[config.mk]
export PLATFORM = sky130hd
export DESIGN_NAME = i2c_eeprom_slave
export DESIGN_NICKNAME = d
export VERILOG_FILES = /design/src/core/i2c_eeprom_slave.v
export VERILOG_INCLUDE_DIRS = /design/src /design/src/core
export SDC_FILE = /design/constraint.sdc
export NUM_CORES = 2
export LEC_CHECK = 0
export CAP_MARGIN = 10
export CORE_MARGIN = 4
export CORE_UTILIZATION = 60
export DETAILED_ROUTE_END_ITERATION = 8
export DONT_BUFFER_PORTS = 1
export PLACE_DENSITY = 0.76
export SETUP_SLACK_MARGIN = 0.5
export SYNTH_ARGS = -nofsm -noshare
export SYNTH_HDL_FRONTEND = slang
export SYNTH_SLANG_ARGS = --single-unit
[constraint.sdc]
create_clock -name mclk_in -period 9.7 [get_ports mclk_in]
set_input_delay 0.97 -clock mclk_in [delete_from_list [all_inputs] [get_ports mclk_in]]
set_output_delay 0.97 -clock mclk_in [all_outputs]
set_load 0.05 [all_outputs]
[src/core/eeprom_defs.vh]
// constants for the serial eeprom target logic
// assumes inclusion by the design file and the bench
`ifndef EEPROM_DEFS_VH
`define EEPROM_DEFS_VH
// select byte layout
// type code, value arbitrary
`define SEL_TYPE_ID 4'h6
`define SEL_DIR_READ 1'h1
// bit slot numbering
`define SLOT_ACK 4'h8
`define SLOT_LAST_DATA 4'h7
// parked count, wraps to zero on the clock fall that ends a start
`define SLOT_PRE_START 4'hF
`define BYTE_MSB 3'h7
// memory fill value as delivered
`define MEM_BLANK 8'hFF
// page size and write time
`define PAGE_BITS 4
`define WRITE_TIME_MS 5
`define CLK_MHZ 100
// write cycle count: 5 ms at 100 MHz, exact product
`define WRITE_CYCLES (`WRITE_TIME_MS * 1000 * `CLK_MHZ)
`endif

[src/core/i2c_eeprom_slave.v]
// i2c target of a small serial eeprom with page write and timed write cycle
// assumes scl and sda arrive from pins; sda is open drain outside
// memory resets blank; no registers reachable by software
`timescale 1ns/1ps
`default_nettype none
`include "eeprom_defs.vh"

// Operation
// - start is sda falling while scl high; watched except during write cycle
// - stop is sda rising while scl high; ends the communication
// - received bits are captured on scl rising edge
// - after 8 bits transmitter releases sda; receiver acks in ninth clock
// - select byte msb first: type id, three chip enables, direction bit
// - direction bit one means read, zero means write
// - matching select is acked in ninth slot; mismatch goes to standby
// - write: ack select, take word address, ack it, wait for data
// - write cycle starts only on stop right after a data byte ack
// - after write cycle, address points past last byte written
// - during write cycle sda released, all bus traffic ignored
// - inhibit high: select and address acked, data nacked, memory kept
// - page write takes 1 to 16 bytes, offset wraps inside page
// - reads behave the same whatever the inhibit level
// - after each output byte, master nack ends sending to standby
// - read right after start sends byte at counter, then increments
// - master ack gives next byte; counter wraps to zero after top
// - every memory byte reads ffh as delivered
// - device is always target, never drives scl
// - inhibit low or floating allows writes; floating enables are zero
// - array holds 128 or 256 bytes of 8 bits
// - byte and page write cycles finish within 5 ms
module i2c_eeprom_slave #(
  parameter ADDR_BITS = 8,
  parameter WRITE_CYCLES = `WRITE_CYCLES,
  parameter CNT_BITS = 20
) (
  input wire mclk_in,
  input wire rstn_in,
  input wire scl_in,
  input wire sda_in,
  input wire chip_sel_bit2_in,
  input wire chip_sel_bit1_in,
  input wire chip_sel_bit0_in,
  input wire write_inhibit_pin_in,
  input wire write_done_early_in,
  output reg sda_out,
  output reg sda_oe_out,
  output reg busy_out
);

  // ****************************************************************
  // states
  // ****************************************************************
  localparam ST_IDLE = 3'h0;
  localparam ST_SEL = 3'h1;
  localparam ST_ADDR = 3'h2;
  localparam ST_WDATA = 3'h3;
  localparam ST_RDATA = 3'h4;
  localparam ST_WCYC = 3'h5;

  localparam MEM_DEPTH = 1 << ADDR_BITS;
  localparam PAGE_BUF = 1 << `PAGE_BITS;

  // ****************************************************************
  // pin synchronisers
  // ****************************************************************
  reg [2:0] scl_sync_reg;
  reg [2:0] sda_sync_reg;
  reg [2:0] ce_sync1_reg;
  reg [2:0] ce_sync2_reg;
  reg [2:0] ce_sync3_reg;
  reg [2:0] wi_sync_reg;
  reg scl_reg;
  reg sda_reg;
  reg [2:0] ce_reg;
  reg wi_reg;

  always @(posedge mclk_in or negedge rstn_in)
  begin
    if (!rstn_in)
    begin
      scl_sync_reg <= 3'h7;
      sda_sync_reg <= 3'h7;
      ce_sync1_reg <= 3'h0;
      ce_sync2_reg <= 3'h0;
      ce_sync3_reg <= 3'h0;
      wi_sync_reg <= 3'h0;
      scl_reg <= 1'h1;
      sda_reg <= 1'h1;
      ce_reg <= 3'h0;
      wi_reg <= 1'h0;
    end
    else
    begin
      scl_sync_reg <= {scl_sync_reg[1:0], scl_in};
      sda_sync_reg <= {sda_sync_reg[1:0], sda_in};
      ce_sync1_reg <= {chip_sel_bit2_in, chip_sel_bit1_in, chip_sel_bit0_in};
      ce_sync2_reg <= ce_sync1_reg;
      ce_sync3_reg <= ce_sync2_reg;
      wi_sync_reg <= {wi_sync_reg[1:0], write_inhibit_pin_in};
      if (scl_sync_reg[1] == scl_sync_reg[2])
        scl_reg <= scl_sync_reg[2];
      if (sda_sync_reg[1] == sda_sync_reg[2])
        sda_reg <= sda_sync_reg[2];
      if (ce_sync2_reg == ce_sync3_reg)
        ce_reg <= ce_sync3_reg;
      if (wi_sync_reg[1] == wi_sync_reg[2])
        wi_reg <= wi_sync_reg[2];
    end
  end

  // ****************************************************************
  // bus events
  // ****************************************************************
  reg scl_d_reg;
  reg sda_d_reg;
  wire scl_rise;
  wire scl_fall;
  wire start_ev;
  wire stop_ev;

  assign scl_rise = scl_reg & ~scl_d_reg;
  assign scl_fall = ~scl_reg & scl_d_reg;
  assign start_ev = scl_reg & scl_d_reg & sda_d_reg & ~sda_reg;
  assign stop_ev = scl_reg & scl_d_reg & ~sda_d_reg & sda_reg;

  // ****************************************************************
  // memory and protocol
  // ****************************************************************
  reg [7:0] mem_reg [0:MEM_DEPTH-1];
  reg [7:0] page_data_reg [0:PAGE_BUF-1];
  reg [PAGE_BUF-1:0] page_mask_reg;
  reg [2:0] state_reg;
  reg [3:0] bit_reg;
  reg [7:0] shift_reg;
  reg [ADDR_BITS-1:0] addr_reg;
  reg [ADDR_BITS-1:0] last_addr_reg;
  reg ack_ok_reg;
  reg rd_dir_reg;
  reg data_seen_reg;
  reg [CNT_BITS-1:0] wcnt_reg;

  // ****************************************************************
  // decode functions
  // ****************************************************************
  function sel_match;
    input [7:0] sel;
    input [2:0] ce;
    begin
      sel_match = (sel[7:4] == `SEL_TYPE_ID) && (sel[3:1] == ce);
    end
  endfunction

  function [ADDR_BITS-1:0] page_next;
    input [ADDR_BITS-1:0] a;
    begin
      page_next = {a[ADDR_BITS-1:`PAGE_BITS],
        a[`PAGE_BITS-1:0] + {{(`PAGE_BITS-1){1'b0}}, 1'b1}};
    end
  endfunction

  integer i;
  genvar g;

  // ****************************************************************
  // memory array, flops so every byte resets blank
  // ****************************************************************
  generate
    for (g = 0; g < MEM_DEPTH; g = g + 1)
    begin : g_mem
      always @(posedge mclk_in or negedge rstn_in)
      begin
        if (!rstn_in)
          mem_reg[g] <= `MEM_BLANK;
        else if (state_reg == ST_WCYC && wcnt_reg == {CNT_BITS{1'b0}}
          && page_mask_reg[g % PAGE_BUF] &&
          (g / PAGE_BUF) == (last_addr_reg >> `PAGE_BITS))
          mem_reg[g] <= page_data_reg[g % PAGE_BUF];
      end
    end
  endgenerate

  // ****************************************************************
  // main sequencer
  // ****************************************************************

  always @(posedge mclk_in or negedge rstn_in)
  begin
    if (!rstn_in)
    begin
      scl_d_reg <= 1'h1;
      sda_d_reg <= 1'h1;
      state_reg <= ST_IDLE;
      bit_reg <= 4'h0;
      shift_reg <= 8'h00;
      addr_reg <= {ADDR_BITS{1'b0}};
      last_addr_reg <= {ADDR_BITS{1'b0}};
      ack_ok_reg <= 1'h0;
      rd_dir_reg <= 1'h0;
      data_seen_reg <= 1'h0;
      page_mask_reg <= {PAGE_BUF{1'b0}};
      wcnt_reg <= {CNT_BITS{1'b0}};
      sda_out <= 1'h0;
      sda_oe_out <= 1'h0;
      busy_out <= 1'h0;
      for (i = 0; i < PAGE_BUF; i = i + 1)
        page_data_reg[i] <= 8'h00;
    end
    else
    begin
      scl_d_reg <= scl_reg;
      sda_d_reg <= sda_reg;
      sda_out <= 1'h0;
      if (state_reg == ST_WCYC)
      begin
        sda_oe_out <= 1'h0;
        busy_out <= 1'h1;
        if (wcnt_reg == {CNT_BITS{1'b0}})
        begin
          state_reg <= ST_IDLE;
          busy_out <= 1'h0;
          page_mask_reg <= {PAGE_BUF{1'b0}};
          addr_reg <= page_next(last_addr_reg);
        end
        else if (write_done_early_in)
          wcnt_reg <= {CNT_BITS{1'b0}};
        else
          wcnt_reg <= wcnt_reg - {{(CNT_BITS-1){1'b0}}, 1'b1};
      end
      else if (stop_ev)
      begin
        sda_oe_out <= 1'h0;
        if (state_reg == ST_WDATA && bit_reg == 4'h0 && data_seen_reg
          && page_mask_reg != {PAGE_BUF{1'b0}})
        begin
          state_reg <= ST_WCYC;
          busy_out <= 1'h1;
          wcnt_reg <= WRITE_CYCLES[CNT_BITS-1:0];
        end
        else
          state_reg <= ST_IDLE;
      end
      else if (start_ev)
      begin
        state_reg <= ST_SEL;
        bit_reg <= `SLOT_PRE_START;
        sda_oe_out <= 1'h0;
        page_mask_reg <= {PAGE_BUF{1'b0}};
        data_seen_reg <= 1'h0;
      end
      else if (state_reg != ST_IDLE)
      begin
        if (scl_rise)
        begin
          if (bit_reg < `SLOT_ACK)
          begin
            if (state_reg != ST_RDATA)
              shift_reg <= {shift_reg[6:0], sda_reg};
          end
          else if (state_reg == ST_RDATA && sda_reg)
            state_reg <= ST_IDLE;
        end
        else if (scl_fall)
        begin
          sda_oe_out <= 1'h0;
          if (bit_reg == `SLOT_LAST_DATA && state_reg != ST_RDATA)
          begin
            bit_reg <= `SLOT_ACK;
            case (state_reg)
              ST_SEL:
              begin
                ack_ok_reg <= sel_match(shift_reg, ce_reg);
                rd_dir_reg <= shift_reg[0] == `SEL_DIR_READ;
                sda_oe_out <= sel_match(shift_reg, ce_reg);
              end
              ST_ADDR:
              begin
                addr_reg <= shift_reg[ADDR_BITS-1:0];
                sda_oe_out <= 1'h1;
              end
              ST_WDATA:
              begin
                data_seen_reg <= 1'h1;
                if (!wi_reg)
                begin
                  sda_oe_out <= 1'h1;
                  page_data_reg[addr_reg[`PAGE_BITS-1:0]] <= shift_reg;
                  page_mask_reg[addr_reg[`PAGE_BITS-1:0]] <= 1'h1;
                  last_addr_reg <= addr_reg;
                  addr_reg <= page_next(addr_reg);
                end
              end
              default:
                sda_oe_out <= 1'h0;
            endcase
          end
          else if (bit_reg == `SLOT_ACK)
          begin
            bit_reg <= 4'h0;
            if (state_reg == ST_SEL && !ack_ok_reg)
              state_reg <= ST_IDLE;
            else if (state_reg == ST_SEL && rd_dir_reg)
            begin
              state_reg <= ST_RDATA;
              shift_reg <= mem_reg[addr_reg];
              addr_reg <= addr_reg + {{(ADDR_BITS-1){1'b0}}, 1'b1};
              sda_oe_out <= ~mem_reg[addr_reg][`BYTE_MSB];
            end
            else if (state_reg == ST_SEL)
              state_reg <= ST_ADDR;
            else if (state_reg == ST_ADDR)
              state_reg <= ST_WDATA;
            else if (state_reg == ST_RDATA)
            begin
              shift_reg <= mem_reg[addr_reg];
              addr_reg <= addr_reg + {{(ADDR_BITS-1){1'b0}}, 1'b1};
              sda_oe_out <= ~mem_reg[addr_reg][`BYTE_MSB];
            end
          end
          else
          begin
            bit_reg <= bit_reg + 4'h1;
            if (state_reg == ST_RDATA)
            begin
              if (bit_reg == `SLOT_LAST_DATA)
                bit_reg <= `SLOT_ACK;
              else
                sda_oe_out <= ~shift_reg[`BYTE_MSB - 3'h1 - bit_reg[2:0]];
            end
          end
        end
        else if (state_reg == ST_RDATA && bit_reg < `SLOT_ACK)
          sda_oe_out <= sda_oe_out;
      end
    end
  end

endmodule // i2c_eeprom_slave
`default_nettype wire

# [Yosys cells after proc, flatten, opt, wreduce, memory -nomap -nowiden]
# Cells that the tools add are included.
[word_totals] register_bits=2274 latch_bits=0 ramBits=0 romBits=0 inputBits=9 mem_count=0
[classes] add_sub_neg=6 multipliers=0 div=0 order_cmp=7 eq_ne=54 shifts=0 mux=103 bitwise=21 n_reduce_logical=323
[op_table] operator="1-bit logical AND" count=283
[op_table] operator="8-bit 2-to-1 mux" count=28
[op_table] operator="16-bit 2-to-1 mux" count=10
[op_table] operator="128-bit bitwise mux" count=1
[op_table] operator="20-bit 2-to-1 mux" count=5
[op_table] operator="8-bit binary-select mux with 8-bit select" count=1
[op_table] operator="3-bit 2-to-1 mux" count=16
[op_table] operator="13-bit AND reduction" count=3
[op_table] operator="4-bit 2-to-1 mux" count=9
[op_table] operator="8-bit demux with 4-bit select" count=1
[op_table] operator="4-bit == test (first input constant)" count=8
[op_table] operator="32-bit logical NOT" count=1
[op_table] operator="1-bit 2-to-1 mux" count=28
[op_table] operator="8-bit AND reduction" count=3
[op_table] operator="3-bit nonzero test" count=7
[op_table] operator="20-bit logical NOT" count=1
[op_table] operator="2-bit nonzero test" count=10
[op_table] operator="20-bit by 1-bit subtractor with 20-bit output (second input constant)" count=1
[op_table] operator="3-bit by 4-bit == test with 1-bit output (first input constant)" count=4
[op_table] operator="16-bit bitwise OR" count=1
[op_table] operator="8-bit one-hot mux with 2 select lines" count=1
[op_table] operator="16-bit nonzero test" count=1
[op_table] operator="2-bit by 1-bit != test with 1-bit output (second input constant)" count=7
[op_table] operator="4-bit by 1-bit adder with 4-bit output (second input constant)" count=3
[op_table] operator="other kinds (44)" count=81

# [Longest topological paths before layout]
[logic_depth] ltp_word=18 mapped_depth=14 mapped_depth_nobuf=9

# [Worst setup path before layout]
# Ideal clock, no wire load.
[synth_timing] path_type="flip-flop to flip-flop" from="register addr_reg[0]" to="register page_data_reg[109] in the netlist's numbering" setup_time_ns=0.125 arrival_ns=3.052 slack_ns=6.523 stages_incl_launch_ff=14 n_path_buf=9 synth_period_minus_slack_ns=3.177 cell_sequence="dfrtp_1 -> buf_2 -> buf_4 -> buf_4 -> buf_2 -> buf_4 -> inv_1 -> clkbuf_1 -> buf_1 -> ha_1 -> clkbuf_1 -> nand3_1 -> clkbuf_1 -> mux2_2"
[synth_between] elab_chain_cells=6 elab_cells_between_ends=7 cone_classes="order compare (2); mux (3); bitwise (1); reduce/logical (1)"
[synth_lines] item="from (decl)" line="i2c_eeprom_slave.v:135" text="reg [ADDR_BITS-1:0] addr_reg;"
[synth_lines] item="from (signal assigned)" line="i2c_eeprom_slave.v:195" text="addr_reg <= {ADDR_BITS{1'b0}};"
[synth_lines] item="from (signal assigned)" line="i2c_eeprom_slave.v:222" text="addr_reg <= page_next(last_addr_reg);"
[synth_lines] item="from (signal assigned)" line="i2c_eeprom_slave.v:277" text="addr_reg <= shift_reg[ADDR_BITS-1:0];"
[synth_lines] item="4-bit inverter with 5-bit output *" line="i2c_eeprom_slave.v:286" text="page_data_reg[addr_reg[`PAGE_BITS-1:0]] <= shift_reg;"
[synth_lines] item="5-bit >= comparator or 5-bit by 1-bit < comparator with 1-bit output (tied branches)" line="i2c_eeprom_slave.v:286"
[synth_lines] item="1-bit logical AND" line="i2c_eeprom_slave.v:286"
[synth_lines] item="8-bit 2-to-1 mux" line="i2c_eeprom_slave.v:286"
[synth_lines] item="8-bit demux with 4-bit select *" line="i2c_eeprom_slave.v:286"
[synth_lines] item="128-bit bitwise mux *" line="i2c_eeprom_slave.v:286"
[synth_lines] item="to (signal, indexed assignment)" line="i2c_eeprom_slave.v:286"
[synth_lines] item="to (decl)" line="i2c_eeprom_slave.v:130" text="reg [7:0] page_data_reg [0:PAGE_BUF-1];"
# Mark *: on every way between the ends. The rest lies on a longest branch, timed or not.
# A chain may end at the register's enable or synchronous reset.

# [Worst setup path in the final report]
[layout_timing] from="register addr_reg[0]" to="register shift_reg[2]"
[layout_between] elab_chain_cells=13
[layout_lines] item="8-bit inverter with 9-bit output (implied by the code) *" line="i2c_eeprom_slave.v:304, i2c_eeprom_slave.v:314"
[layout_lines] item="8-bit binary-select mux with 8-bit select *" line="i2c_eeprom_slave.v:304, i2c_eeprom_slave.v:314"
[layout_lines] item="8-bit 2-to-1 mux (implied by the code) * (2 in series)" line="i2c_eeprom_slave.v:304, i2c_eeprom_slave.v:314"
[layout_lines] item="8-bit 2-to-1 mux" line="i2c_eeprom_slave.v:312" text="else if (state_reg == ST_RDATA)"
[layout_lines] item="8-bit 2-to-1 mux" line="i2c_eeprom_slave.v:310" text="else if (state_reg == ST_ADDR)"
[layout_lines] item="8-bit 2-to-1 mux" line="i2c_eeprom_slave.v:308" text="else if (state_reg == ST_SEL)"
[layout_lines] item="8-bit 2-to-1 mux *" line="i2c_eeprom_slave.v:301" text="else if (state_reg == ST_SEL && rd_dir_reg)"
[layout_lines] item="8-bit 2-to-1 mux *" line="i2c_eeprom_slave.v:299" text="if (state_reg == ST_SEL && !ack_ok_reg)"
[layout_lines] item="8-bit 2-to-1 mux *" line="i2c_eeprom_slave.v:296" text="else if (bit_reg == `SLOT_ACK)"
[layout_lines] item="8-bit 2-to-1 mux *" line="i2c_eeprom_slave.v:265" text="if (bit_reg == `SLOT_LAST_DATA && state_reg != ST_RDATA)"
[layout_lines] item="8-bit 2-to-1 mux *" line="i2c_eeprom_slave.v:262" text="else if (scl_fall)"
[layout_lines] item="8-bit 2-to-1 mux *" line="i2c_eeprom_slave.v:252" text="if (scl_rise)"
[layout_lines] item="to (signal assigned)" line="i2c_eeprom_slave.v:257" text="shift_reg <= {shift_reg[6:0], sda_reg};"
[layout_lines] item="to (signal assigned)" line="i2c_eeprom_slave.v:304" text="shift_reg <= mem_reg[addr_reg];"
[layout_lines] item="to (signal assigned)" line="i2c_eeprom_slave.v:314" text="shift_reg <= mem_reg[addr_reg];"
[layout_lines] item="to (decl)" line="i2c_eeprom_slave.v:134" text="reg [7:0] shift_reg;"
# Mark *: on every way between the ends. The rest lies on a longest branch, timed or not. The select of a mux whose other input is x is not followed.

==> run summary <==
Vias/cell -> 7.195
CTS tree -> yes
Synth Area per Inst -> 15.56 um2
Rows -> 154
Critical path arrival -> 5770 ps
Starting Density -> 60.59%
Max layer used -> met5
Die Wd -> 430.6 um
Netlist cell types -> 82
Synth warn -> 0
Unrepaired setup endpoints after global routing -> false
CTS max path bufs -> 3
Maximum VDD drop -> 162.9 uV
Seq cells post-synth -> 2274
Setup TNS -> 0 ps
Filler instances -> 11930
Share of layout cells above drive strength 1 -> 78.74%
Fin crit share -> 51.80%
Worst path bufs/invs -> 3
# IOs -> 12
CTS H-tree depth -> 4
Synthesized net count -> 6908
Root Driver -> clkbuf_16
Max-Cap Viols -> 0
Number of flip-flops in the largest register -> 2048
Drt drc -> 0
WL per Instance -> 43.97 um
I/O Buffers -> 0
CP max-delay cell -> a2111oi_0
Post-Syn Instances -> 6888
Multi-input gate area -> 45800 um2
Fmax -> 199.0 MHz
Min-Delay Path Class -> primary input to register
Post-synth top area share -> 50.45%
Clock transition at path regs -> 70 ps
CTS sink count -> 2274
Pin count of the biggest net entering global routing -> 261
Core area -> 176900 um2
Final Skew -> 40.21 ps
Met1 wire length -> 158.6 mm
Top FF cell, synth -> dfstp_2
Worst path top cell family by delay -> buffers and inverters
First-pass GRT wire length -> 572.8 mm
Overflow after GRT -> 0
Slowest stage delay, CP -> 800 ps
GRT Overall Usage -> 45.04%
Post-CTS Setup Inserts -> 0
CTS Buf Count -> 230
LEAKAGE -> 47.47 nW
Vias in the first global route -> 67610
Post-route insts no fill -> 9475
Setup-failing EPs final -> 0
Antenna-violating nets left -> 0
WP data required -> 10450 ps
Critical path type -> register to register
Post-CTS sizing -> 0
Full die area -> 185500 um2
HPWL after detailed placement -> 286.2 mm
CP Cell Sequence -> buf_4 > buf_12 > buf_4 > mux4_2 > mux2i_1 > o2bb2ai_1 > a2111oi_0 > nor3_1 > a31oi_1 > o21ai_0
Slew @ Worst Pin -> 1387 ps
DR WL met2 -> 173.6 mm
Met3 Routed Length -> 56.68 mm
Area leader, netlist -> dfstp_2
CP endpoint kind -> register
Util after Layout -> 66.86%
Initial antenna violation count -> 91
Dpl cells -> 8993
Number of synthesized flops with an enable pin -> 0
DRT iter0 DRCs -> 8532
DRT Pass-1 Iters -> 8
Pwr/cell area -> 176.0 nW/um2
Routed WL -> 416.6 mm
NumNets Final -> 6907
Synth area leaders -> dfstp_2 50%, mux2_2 23%, mux4_2 9.8%
Critical Path Source Type -> register
Placed Instance Area -> 110100 um2
Area Overhead vs Synth -> 10.35%
Clk_lat worst skew -> 900 ps
Crit-path most repeated cell -> buf_4
Fin. Hold Viols -> 0
Die Y -> 430.6 um
Gpl congestion -> 1.086
Post-synth ARST share -> 100.0%
Status -> complete, no violations
Final Cell Area -> 118300 um2
Maximum fanout along the worst path -> 75
Final Max Tran Viols -> 0
Sequential area share after synthesis -> 55.50%
Tmin final -> 5024 ps
Max_slew headroom -> 7.561%
Syn Std Cell Area -> 107200 um2
Register area -> 59500 um2
Via count -> 68170
==> where the power goes <==
part	internal (mW)	switching (mW)
Sequential	9.59	0.183
Clock	5.45	3.95
Combinational	0.499	1.13
==> placed cells by master, fill, tap and decap left out, types with 41 or more instances in the layout <==
master and instances:
clkbuf_8 60, clkbuf_1 54, o21ai_0 134, mux4_2 466, dfstp_2 2058, nor2_2 162, diode_2 50, a21oi_1 72
nand2_1 206, mux2_2 2177, nand3_1 41, mux2i_1 193, clkbuf_16 234, nor2_1 111, buf_4 177, nor2_8 70
dfrtp_1 210
==> routing by layer <==
layer  global-route usage (%)  vias to the layer above
met5                        0                        -
met4                    24.96                       32
met3                    19.70                      970
met2                    61.70                     4200
met1                    60.13                    37220
li1                         -                    25750
==> metrics by stage <==
stage | setup slack, ps | hold WS [ps] | power [mW]
2_1_floorplan | 6523 | 331.2 | 10.75
3_5_place_dp | 4845 | 338.6 | 11.50
3_3_place_gp | 4939 | 336.6 | 11.48
5_1_grt | 4663 | 41.53 | 21.34
4_1_cts | 4825 | 28.07 | 20.82
6_report | 4676 | 72.38 | 20.81
==> final cells by class <==
class	instances	area share [%]
multi-input cells	4154	38.72
repair buffers	197	1.529
clock inverters	82	0.9458
inverters	30	0.09521
clock buffers	348	5.821
flip-flops and latches	2274	50.31
well taps	2340	2.476
diodes	50	0.1058
==> cells in the mapped netlist (23+ instances only) <==
| master | n |
|---|---|
| mux4_2 | 466 |
| buf_4 | 23 |
| dfrtp_1 | 216 |
| dfstp_2 | 2058 |
| nor2_1 | 111 |
| o22ai_1 | 36 |
| o21ai_0 | 134 |
| a211oi_1 | 32 |
| clkbuf_1 | 212 |
| buf_1 | 101 |
| inv_1 | 28 |
| nand3_1 | 47 |
| a22oi_1 | 35 |
| nor2_2 | 162 |
| a21oi_1 | 72 |
| mux2i_1 | 193 |
| nor2_8 | 70 |
| nand2_1 | 211 |
| a31oi_1 | 34 |
| mux2_2 | 2177 |
| nor3_1 | 35 |
| buf_2 | 84 |
==> final timing paths <==
path,from,to,slack (ps),cells after the start
worst max register to register,addr_reg[0],shift_reg[2],4680,10
worst min-delay path,scl_in,scl_sync_reg[0],70,0
worst max-delay path,addr_reg[0],shift_reg[2],4680,10
min in group asynchronous,rstn_in,ce_reg[2],220,1
worst min register to register,ce_sync1_reg[1],ce_sync2_reg[1],350,0
max in group asynchronous,rstn_in,page_data_reg[42],5750,4
==> what timing repair did <==
action | 4_1_cts | 5_1_grt
hold endpoints to repair | 10 | 0
hold buffers | 1 | 0
endpoints found under the setup margin | 0 | 0
==> cells by family after synthesis <==
kind of cell	count (synthesis)	synth area share [%]
fa+ha+maj	14	0.1564
flops	2274	55.50
other cells	1	0.003499
buf+inv	460	1.860
compound gates	492	3.034
xor+xnor	18	0.1471
simple gates	793	4.835
mux	2836	34.47
No activity file was read; power rests on OpenSTA's default activity.
